[config.mk]
export PLATFORM = sky130hd
export DESIGN_NAME = atask_taskfile
export DESIGN_NICKNAME = d
export VERILOG_FILES = /design/src/pkg/atask_pkg.sv /design/src/atask_taskfile.sv /design/src/atask_cmd_decode.sv
export SDC_FILE = /design/constraint.sdc
export NUM_CORES = 1
export LEC_CHECK = 0
export ABC_AREA = 1
export BUFFER_PORTS_ARGS = -buffer_cell sky130_fd_sc_hd__buf_2
export CAP_MARGIN = 20
export CORE_UTILIZATION = 30
export DETAILED_ROUTE_END_ITERATION = 6
export GPL_TIMING_DRIVEN = 0
export HOLD_SLACK_MARGIN = 0.02
export SYNTH_ARGS = -nofsm -noshare
export SYNTH_HDL_FRONTEND = slang
export SYNTH_SLANG_ARGS = --single-unit
[constraint.sdc]
create_clock -name clk -period 2.89 [get_ports clk]
set_clock_uncertainty 0.2 [all_clocks]
set_input_delay 0.1445 -clock clk [delete_from_list [all_inputs] [get_ports clk]]
set_output_delay 0.1445 -clock clk [all_outputs]
set_load 0.01 [all_outputs]
[src/pkg/atask_pkg.sv]
/*
  shared constants and types of the task-file status and command block.
  assumes a 20 MHz clock and a host controller on the same clock.
*/
package atask_pkg;
  localparam logic [3:0] OFS_ERROR     = 4'h1;
  localparam logic [3:0] OFS_SECCOUNT  = 4'h2;
  localparam logic [3:0] OFS_SECNUM    = 4'h3;
  localparam logic [3:0] OFS_CYLLOW    = 4'h4;
  localparam logic [3:0] OFS_CYLHIGH   = 4'h5;
  localparam logic [3:0] OFS_DRVHEAD   = 4'h6;
  localparam logic [3:0] OFS_STATUS    = 4'h7;
  localparam logic [3:0] OFS_DEVCTL    = 4'he;
  localparam logic [3:0] OFS_DRVADDR   = 4'hf;
  localparam int BIT_BUSY = 7;
  localparam int BIT_DRQ  = 3;
  localparam int BIT_CORRECTED_ERROR_FLAG = 2;
  localparam int BIT_IDX  = 1;
  localparam int BIT_ERR  = 0;
  localparam int CTL_SRST = 2;
  localparam int CTL_NIEN = 1;
  localparam int DH_DRV   = 4;
  localparam logic [7:0] RST_SECCOUNT = 8'h01;
  localparam logic [7:0] RST_DRVHEAD  = 8'ha0;
  localparam logic [7:0] DIAG_OK      = 8'h01;
  localparam logic [7:0] ERR_ABORT    = 8'h04;
  localparam int CLK_NS     = 50;
  localparam int BUSY_NS    = 400;
  localparam int DRQ2_US    = 700;
  localparam int DRQ3_MS    = 20;
  localparam int BUSY_CYC   = (BUSY_NS / CLK_NS < 1) ? 1 : BUSY_NS / CLK_NS;
  localparam int DRQ2_CYC   = DRQ2_US * 1000 / CLK_NS;
  localparam int DRQ3_CYC   = DRQ3_MS * 1000 * 1000 / CLK_NS;

  typedef enum logic [2:0] {
    CLS_BAD = 3'h0, CLS_ONE = 3'h1, CLS_TWO = 3'h2, CLS_THREE = 3'h3, CLS_NOP = 3'h4
  } atask_class_type;

  typedef struct packed {
    logic [7:0]      code;
    atask_class_type cls;
    logic            driveOnly;
  } atask_cmd_type;

  typedef struct packed {
    logic        drqSet;
    logic        xferDone;
    logic        done;
    logic        error;
    logic [7:0]  errCode;
    logic        corrected_error_flag;
    logic        failLoad;
    logic [27:0] failAddr;
  } atask_media_type;
endpackage

[src/atask_taskfile.sv]
/*
  task-file status, device control, drive address and command acceptance.
  assumes host strobes and the media engine run on clk; one strobe per cycle.
*/
`timescale 1ns/1ps
module atask_taskfile
  import atask_pkg::*;
#(
  parameter int DRQ2_LIMIT = DRQ2_CYC,
  parameter int DRQ3_LIMIT = DRQ3_CYC
)(
  input  wire logic            clk,
  input  wire logic            rst_n,
  input  wire logic [3:0]      hostAddr,
  input  wire logic [7:0]      hostWrData,
  input  wire logic            hostWr,
  input  wire logic            hostRd,
  output logic [7:0]           hostRdData,
  input  wire logic            cardDriveNum,
  input  wire logic            mediaReady,
  input  wire logic            mediaWriteFault,
  input  atask_media_type      media,
  output atask_cmd_type        cmdOut,
  output logic                 cmdStart,
  output logic                 interruptRequestOut,
  output logic                 cfgIntBit
);
  typedef enum logic [2:0] {
    ST_IDLE = 3'b000, ST_ACCEPT = 3'b001, ST_WAITBUF = 3'b011,
    ST_XFER = 3'b010, ST_EXEC = 3'b110, ST_SRST = 3'b100
  } atask_state_type;

  atask_state_type state;
  atask_cmd_type   decoded;
  logic [7:0]      secCount;
  logic [7:0]      secNum;
  logic [7:0]      cylLow;
  logic [7:0]      cylHigh;
  logic [7:0]      drvHead;
  logic [7:0]      errReg;
  logic            ctlSoftReset;
  logic            ctlIntDisable;
  logic            drq;
  logic            corrected_error_flag;
  logic            err;
  logic            irqPending;
  logic            writing;
  logic [18:0]     waitCnt;
  logic            busy;
  logic [7:0]      statusByte;
  logic [7:0]      driveAddrByte;
  logic            selected;
  logic            wrCmd;
  logic            cmdAccept;
  logic            rdStatus;
  logic            irqEvent;
  logic            waitExpired;

  atask_cmd_decode u_decode (
    .code (hostWrData),
    .cmd  (decoded)
  );

  assign busy = (state == ST_ACCEPT) || (state == ST_WAITBUF) || (state == ST_EXEC)
             || (state == ST_SRST);
  // the drive bit alone decides, head bits never take part in selection
  assign selected = (drvHead[DH_DRV] == cardDriveNum);
  assign wrCmd = hostWr && (hostAddr == OFS_STATUS);
  // host side may not touch the command register while busy
  assign cmdAccept = wrCmd && !busy && selected;
  assign rdStatus = hostRd && (hostAddr == OFS_STATUS);
  assign irqEvent = (state == ST_WAITBUF && media.drqSet) || (state == ST_EXEC && media.done)
                 || (state == ST_XFER && media.done) || (state == ST_ACCEPT
                 && cmdOut.cls inside {CLS_NOP, CLS_BAD});
  assign waitExpired = (cmdOut.cls == CLS_TWO) ? (waitCnt >= 19'(DRQ2_LIMIT - 1))
                                               : (waitCnt >= 19'(DRQ3_LIMIT - 1));

  // index position bit is hard zero
  assign statusByte = busy ? {1'b1, 7'h00}
                           : {1'b0, mediaReady, mediaWriteFault, mediaReady, drq, corrected_error_flag,
                              1'b0, err};
  assign driveAddrByte = {1'b0, ~writing, ~drvHead[3:0],
                          ~(mediaReady && selected && cardDriveNum),
                          ~(mediaReady && selected && !cardDriveNum)};

  // device control takes writes whenever they come, busy or not
  always_ff @(posedge clk or negedge rst_n) begin
    if (!rst_n) begin
      ctlSoftReset  <= 1'b0;
      ctlIntDisable <= 1'b0;
    end else if (hostWr && hostAddr == OFS_DEVCTL) begin
      ctlSoftReset  <= hostWrData[CTL_SRST];
      ctlIntDisable <= hostWrData[CTL_NIEN];
    end
  end

  // command sequencer
  always_ff @(posedge clk or negedge rst_n) begin
    if (!rst_n) begin
      state  <= ST_IDLE;
      cmdOut <= '0;
    end else if (ctlSoftReset) begin
      state <= ST_SRST;
    end else begin
      unique case (state)
        ST_IDLE, ST_XFER: begin
          if (cmdAccept) begin
            state  <= ST_ACCEPT;
            cmdOut <= decoded;
          end else if (state == ST_XFER && (media.xferDone || media.done)) begin
            state <= ST_IDLE;
          end
        end
        ST_ACCEPT: begin
          unique case (cmdOut.cls)
            CLS_TWO, CLS_THREE: state <= ST_WAITBUF;
            CLS_ONE:            state <= ST_EXEC;
            default:            state <= ST_IDLE;
          endcase
        end
        // busy drops in the same cycle drq rises, well inside the allowance
        ST_WAITBUF: begin
          if (media.drqSet) begin
            state <= ST_XFER;
          end else if (media.done || waitExpired) begin
            state <= ST_IDLE;
          end
        end
        ST_EXEC: begin
          if (media.drqSet) begin
            state <= ST_XFER;
          end else if (media.done) begin
            state <= ST_IDLE;
          end
        end
        ST_SRST: state <= ST_IDLE;
      endcase
    end
  end

  assign cmdStart = (state == ST_ACCEPT) && (cmdOut.cls inside {CLS_ONE, CLS_TWO, CLS_THREE});

  // buffer set-up watchdog; a late media engine ends in abort, never a hang
  always_ff @(posedge clk or negedge rst_n) begin
    if (!rst_n) begin
      waitCnt <= '0;
    end else if (state == ST_WAITBUF) begin
      waitCnt <= waitCnt + 19'h1;
    end else begin
      waitCnt <= '0;
    end
  end

  always_ff @(posedge clk or negedge rst_n) begin
    if (!rst_n) begin
      writing <= 1'b0;
    end else if (busy && state == ST_SRST) begin
      writing <= 1'b0;
    end else if (state == ST_ACCEPT) begin
      writing <= (cmdOut.cls == CLS_TWO) || (cmdOut.cls == CLS_THREE);
    end else if (state == ST_IDLE) begin
      writing <= 1'b0;
    end
  end

  // status flags
  always_ff @(posedge clk or negedge rst_n) begin
    if (!rst_n) begin
      drq  <= 1'b0;
      corrected_error_flag <= 1'b0;
      err  <= 1'b0;
    end else if (state == ST_SRST) begin
      drq  <= 1'b0;
      corrected_error_flag <= 1'b0;
      err  <= 1'b0;
    end else if (cmdAccept) begin
      drq  <= 1'b0;
      corrected_error_flag <= media.corrected_error_flag; // a correction in the accept cycle still shows
      err  <= 1'b0;
    end else begin
      if ((state == ST_WAITBUF || state == ST_EXEC) && media.drqSet) begin
        drq <= 1'b1;
      end else if (state == ST_XFER && (media.xferDone || media.done)) begin
        drq <= 1'b0;
      end
      // a read keeps running after a corrected error
      if (media.corrected_error_flag) begin
        corrected_error_flag <= 1'b1;
      end
      if ((media.done && media.error) || (state == ST_ACCEPT && cmdOut.cls == CLS_BAD)
          || (state == ST_WAITBUF && waitExpired && !media.drqSet)) begin
        err <= 1'b1;
      end
    end
  end

  always_ff @(posedge clk or negedge rst_n) begin
    if (!rst_n) begin
      errReg <= DIAG_OK;
    end else if (state == ST_SRST) begin
      errReg <= DIAG_OK;
    end else if (cmdAccept) begin
      errReg <= 8'h00;
    end else if (media.done && media.error) begin
      errReg <= media.errCode;
    end else if ((state == ST_ACCEPT && cmdOut.cls == CLS_BAD)
                 || (state == ST_WAITBUF && waitExpired && !media.drqSet)) begin
      errReg <= ERR_ABORT;
    end
  end

  // command block: host loads only while not busy, media engine leaves fail address
  always_ff @(posedge clk or negedge rst_n) begin
    if (!rst_n) begin
      secCount <= RST_SECCOUNT;
      secNum   <= 8'h00;
      cylLow   <= 8'h00;
      cylHigh  <= 8'h00;
      drvHead  <= RST_DRVHEAD;
    end else if (media.failLoad) begin
      secNum         <= media.failAddr[7:0];
      cylLow         <= media.failAddr[15:8];
      cylHigh        <= media.failAddr[23:16];
      drvHead[3:0]   <= media.failAddr[27:24];
    end else if (hostWr && !busy) begin
      unique case (hostAddr)
        OFS_SECCOUNT: secCount <= hostWrData;
        OFS_SECNUM:   secNum   <= hostWrData;
        OFS_CYLLOW:   cylLow   <= hostWrData;
        OFS_CYLHIGH:  cylHigh  <= hostWrData;
        OFS_DRVHEAD:  drvHead  <= hostWrData;
        default:      ;
      endcase
    end
  end

  // interrupt: completion event wins over a clearing status read
  always_ff @(posedge clk or negedge rst_n) begin
    if (!rst_n) begin
      irqPending <= 1'b0;
    end else if (irqEvent) begin
      irqPending <= 1'b1;
    end else if (rdStatus || state == ST_SRST) begin
      irqPending <= 1'b0;
    end
  end

  assign interruptRequestOut = irqPending && !ctlIntDisable;
  assign cfgIntBit = interruptRequestOut;

  always_ff @(posedge clk or negedge rst_n) begin
    if (!rst_n) begin
      hostRdData <= 8'h00;
    end else if (hostRd) begin
      unique case (hostAddr)
        OFS_ERROR:    hostRdData <= errReg;
        OFS_SECCOUNT: hostRdData <= secCount;
        OFS_SECNUM:   hostRdData <= secNum;
        OFS_CYLLOW:   hostRdData <= cylLow;
        OFS_CYLHIGH:  hostRdData <= cylHigh;
        OFS_DRVHEAD:  hostRdData <= drvHead;
        OFS_STATUS,
        OFS_DEVCTL:   hostRdData <= statusByte;
        OFS_DRVADDR:  hostRdData <= driveAddrByte;
        default:      hostRdData <= 8'h00;
      endcase
    end
  end

  property p_busyAfterCmd;
    @(posedge clk) disable iff (!rst_n)
      (cmdAccept && !ctlSoftReset) |=> busy && statusByte[BIT_BUSY];
  endproperty
  a_busyAfterCmd: assert property (p_busyAfterCmd)
    else $error("busy not set after command");

  property p_idxZero;
    @(posedge clk) disable iff (!rst_n) statusByte[BIT_IDX] == 1'b0;
  endproperty
  a_idxZero: assert property (p_idxZero)
    else $error("index bit not zero");

  property p_drqDropsBusy;
    @(posedge clk) disable iff (!rst_n) $rose(drq) |-> !busy;
  endproperty
  a_drqDropsBusy: assert property (p_drqDropsBusy)
    else $error("busy still set with drq");

  property p_softReset;
    @(posedge clk) disable iff (!rst_n)
      ctlSoftReset |=> state == ST_SRST ##1 (errReg == DIAG_OK && !err && !drq);
  endproperty
  a_softReset: assert property (p_softReset)
    else $error("soft reset did not clear status");

  property p_irqGate;
    @(posedge clk) disable iff (!rst_n)
      (hostWr && hostAddr == OFS_DEVCTL && hostWrData[CTL_NIEN])
      |=> !interruptRequestOut && !cfgIntBit;
  endproperty
  a_irqGate: assert property (p_irqGate)
    else $error("interrupt not gated");

  property p_statusReadClears;
    @(posedge clk) disable iff (!rst_n) (rdStatus && !irqEvent) |=> !irqPending;
  endproperty
  a_statusReadClears: assert property (p_statusReadClears)
    else $error("status read left interrupt pending");

  property p_altReadKeeps;
    @(posedge clk) disable iff (!rst_n)
      (hostRd && hostAddr == OFS_DEVCTL && irqPending && state != ST_SRST) |=> irqPending;
  endproperty
  a_altReadKeeps: assert property (p_altReadKeeps)
    else $error("alternate read cleared interrupt");

  property p_newCmdClears;
    @(posedge clk) disable iff (!rst_n) cmdAccept |=> !drq && !err;
  endproperty
  a_newCmdClears: assert property (p_newCmdClears)
    else $error("drq or err survived new command");

  property p_headInvert;
    @(posedge clk) disable iff (!rst_n)
      (hostRd && hostAddr == OFS_DRVADDR) |=> hostRdData[5:2] == ~$past(drvHead[3:0]);
  endproperty
  a_headInvert: assert property (p_headInvert)
    else $error("drive address head bits wrong");

  property p_ctlWhileBusy;
    @(posedge clk) disable iff (!rst_n)
      (hostWr && hostAddr == OFS_DEVCTL && busy) |=> ctlIntDisable == $past(hostWrData[1]);
  endproperty
  a_ctlWhileBusy: assert property (p_ctlWhileBusy)
    else $error("control write lost while busy");

  property p_nopQuick;
    @(posedge clk) disable iff (!rst_n)
      (state == ST_ACCEPT && cmdOut.cls == CLS_NOP && !ctlSoftReset) |-> !cmdStart ##1 !busy;
  endproperty
  a_nopQuick: assert property (p_nopQuick)
    else $error("no-operation command not completed");

  property p_class2Xfer;
    @(posedge clk) state == ST_ACCEPT && cmdOut.cls == CLS_TWO ##[1:20] state == ST_XFER;
  endproperty
  c_class2Xfer: cover property (p_class2Xfer);

  property p_class1Done;
    @(posedge clk) state == ST_EXEC ##1 state == ST_IDLE;
  endproperty
  c_class1Done: cover property (p_class1Done);

  property p_softResetSeen;
    @(posedge clk) state == ST_SRST;
  endproperty
  c_softResetSeen: cover property (p_softResetSeen);
endmodule

[src/atask_cmd_decode.sv]
/*
  command code decoder: class and drive-only flag per code.
  assumes a code byte from the command register; purely combinational.
*/
`timescale 1ns/1ps
module atask_cmd_decode
  import atask_pkg::*;
(
  input  wire logic [7:0]    code,
  output atask_cmd_type      cmd
);
  always_comb begin
    cmd.code = code;
    cmd.driveOnly = 1'b1;
    cmd.cls = CLS_ONE;
    unique casez (code)
      8'h00: cmd.cls = CLS_NOP;
      8'hc5, 8'hcd, 8'h3c: begin
        cmd.cls = CLS_THREE;
        cmd.driveOnly = 1'b0;
      end
      8'h50, 8'hca, 8'h30, 8'h31, 8'h38: begin
        cmd.cls = CLS_TWO;
        cmd.driveOnly = 1'b0;
      end
      8'he8: cmd.cls = CLS_TWO;
      8'hc0, 8'h91, 8'hc8, 8'hc4, 8'h20, 8'h21, 8'h40, 8'h41, 8'h7?, 8'hf9, 8'hb0,
      8'h87: cmd.driveOnly = 1'b0;
      8'he5, 8'h98, 8'h90, 8'he7, 8'hec, 8'he3, 8'h97, 8'he1, 8'h95, 8'he4, 8'hf8,
      8'h1?, 8'h03, 8'hf6, 8'hf3, 8'hf4, 8'hf5, 8'hf1, 8'hf2, 8'hef, 8'hc6, 8'he6,
      8'h99, 8'he2, 8'h96, 8'he0, 8'h94: cmd.driveOnly = 1'b1;
      default: cmd.cls = CLS_BAD;
    endcase
  end
endmodule

==> reports/metrics.yaml <==
outcome:
  status: "completed"
clocking:
  clock_latency_ns: 0.36
  cts-root-buf: "clkbuf_16"
  htreeDepth: 3
  cts_made_buffers: 9
  hold_buffers: 46
  cts_resized: 0
  clock_path_buffers: 2
  post-cts-setup-buffers: 0
  clk_pin_slew_ns: 0.07
  clock_sinks: 97
  cts_tree: "built"
setup_path:
  cp-end-kind: "flip-flop"
  start_kind: "flip-flop"
  cp.required_ns: 2.98
  r2r-start: "state[2]$_DFFE_PN0P_"
  cp_max_fo: 6
  crit_arrival_ns: 2.61
  path_class: "flip-flop to flip-flop"
  cp-startpoint: "state[2]$_DFFE_PN0P_"
floorplan:
  chipWidth_um: 137.9
  rows: 49
  die_h_um: 137.9
  dieArea_um2: 19010
  ios: 84
  core_region_area_um2: 18020
  initial_utilization_pct: 30.72
routing:
  drtIter0Drc: 442
  drc: 0
  viasPerCell: 4.813
  ant_nets: 0
  vias: 5371
  dr.pass1.iters: 5
  wl_mm: 16.64
  wl_per_cell_um: 14.91
synthesis:
  synthTopCellsByArea: "dfrtp_1, nand2_1, nor2_1, nand3_1, o21ai_0"
  synth_edf_count: 0
  syn_area_um2: 5538
  synth_cell_types: 47
  synthCells: 743
  post-synth-top-area-cell: "dfrtp_1"
  ys_seq_elements: 97
  synthTopCellsByCount: "nand2_1, dfrtp_1, nor2_1"
  synthFlopType: "dfrtp_1"
  async_flop_share_pct: 100.0
  synth_warnings: 0
  yosysSeqAreaShare_pct: 43.92
  post_synth.cell_area_avg_um2: 7.453
  synth.most_common_cell: "nand2_1"
  yosysTopAreaCellShare_pct: 42.02
  syn_nets: 806
hold_path:
  hold_path_class: "primary input to flip-flop"
  worstHoldStart: "hostWrData[3]"
final_layout:
  seq_area_um2: 2432
  fin_cells: 1116
  drive_gt1_share_pct: 18.38
  multiInputGateArea_um2: 2731
  fill_cells: 1930
  synthToLayoutAreaGrowth_pct: 27.18
  antennaDiodeCount: 0
  final_core_util_pct: 39.07
  fin_nets: 945
timing:
  tns_ns: 0
  min_period_over_period_pct: 87.27
  rsz0062_at_grt: "no"
  max_freq_mhz: 396.5
  worst_pin_slew_ns: 0.7200
  setup_viol: 0
  post-route-min-period_ns: 2.522
  maxSlewViolCount: 0
  finalHoldViolCount: 0
  max-slew-margin-rel_pct: 51.49
placement:
  gp_congestion: 0.9093
  place_hpwl_mm: 12.47
  portBuffers: 81
  dp_cells: 1054
global_route:
  grt_pass1_vias: 4906
  overflow: 0
  grt_use_total_pct: 18.03
  grt_max_degree: 60
  antenna_found_initial: 0
  grt_first_pass_wirelength_mm: 25.85
job:
  drv_cap: 0
pwr:
  power.density_nw_per_um2: 579.6
  total_leakage_power_nw: 3.426
  peakVddDrop_mv: 0.3216
layer usage:
layer	global-route usage, %	part of all wire, %
met4	8.454	3.1
met3	3.034	5.0
met5	0	0
met2	26.69	44
met1	25.45	48
cells by family after synthesis:
logic type,Yosys count,share of synthesized area (%)
simple gates,417,33.37
flops,97,43.92
compound gates,138,15.18
xor+xnor,2,0.3164
fa+ha+maj,2,0.4518
buf+inv,87,6.756
flip-flops by register name, indices dropped and copies added (netlist names), 3 cells and up:
register	flops
secCount	8
cmdOut	12
state	3
hostRdData	8
secNum	8
cylHigh	8
waitCnt	19
cylLow	8
errReg	8
drvHead	8
cells in the final DEF (no fill, tap or decap), types with 2 or more instances in the layout:
master         count
nor3_2             3
nor3_1             8
buf_4              3
dlygate4sd3_1     46
o211ai_1           8
a31oi_1            3
nor2_1            81
o21a_1             2
nand3_2            4
nand2_4            3
inv_2              7
nor2_8             3
bufinv_16          2
o21ai_0           54
nor2_2             7
o21ai_2           14
buf_2             83
dfstp_2            4
dfrtp_1           93
nand4_1            9
inv_1             63
a22oi_1            2
nand3_1           60
inv_6              2
ha_1               2
clkbuf_16          9
nand2_1          227
nand2_2            8
o31ai_1            2
clkbuf_1           8
a21oi_1           44
metrics by stage:
step	worst slack, ns	area, um^2	hold WS [ns]	power, W
floorplan	0.7580	5538	-0.3511	0.002366
global placement	0.3619	6230	0.1770	0.002723
detailed placement	0.4832	6260	-0.02972	0.002741
CTS	0.4040	7043	0.02253	0.004124
global route	0.2320	7043	0.04975	0.004314
finish	0.3679	7043	0.02619	0.004082
worst paths after layout:
check / slack [ns] / end / cells after the start
hold reg to reg: 0.27 / hostRdData[1]$_DFFE_PN0P_ / 2
hold / removal: 0.03 / cylLow[3]$_DFFE_PN0P_ / 3
max in group asynchronous: 1.66 / errReg[0]$_DFFE_PN1P_ / 3
min in group asynchronous: 0.12 / hostRdData[5]$_DFFE_PN0P_ / 2
setup reg to reg: 0.37 / secNum[3]$_DFFE_PN0P_ / 9
setup / recovery: 0.37 / secNum[3]$_DFFE_PN0P_ / 9
worst max-delay path: stages, from the launching register on:
cell	delay (ns)
dfrtp_1	0.43
inv_1	0.13
ha_1	0.36
inv_2	0.10
nand2_4	0.11
nor2_1	0.07
nor2_1	0.28
nand2_1	0.10
o211ai_1	0.09
dlygate4sd3_1	0.58
area by class of cell:
| cell class | count | area share [%] |
|---|---|---|
| timing repair buffer | 128 | 12.72 |
| multi-input combinational | 559 | 38.78 |
| clock buffer | 12 | 3.500 |
| tap | 229 | 4.068 |
| clock inverter | 4 | 1.084 |
| sequential | 97 | 34.54 |
| buffer | 13 | 1.190 |
| inverter | 74 | 4.122 |
report_power, final:
group          total [W]  internal [W]  switching [W]
Clock            0.00132      0.000785       0.000536
Sequential       0.00178       0.00161       0.000175
Combinational   0.000979      0.000386       0.000592
No activity file was read; power rests on OpenSTA's default activity.
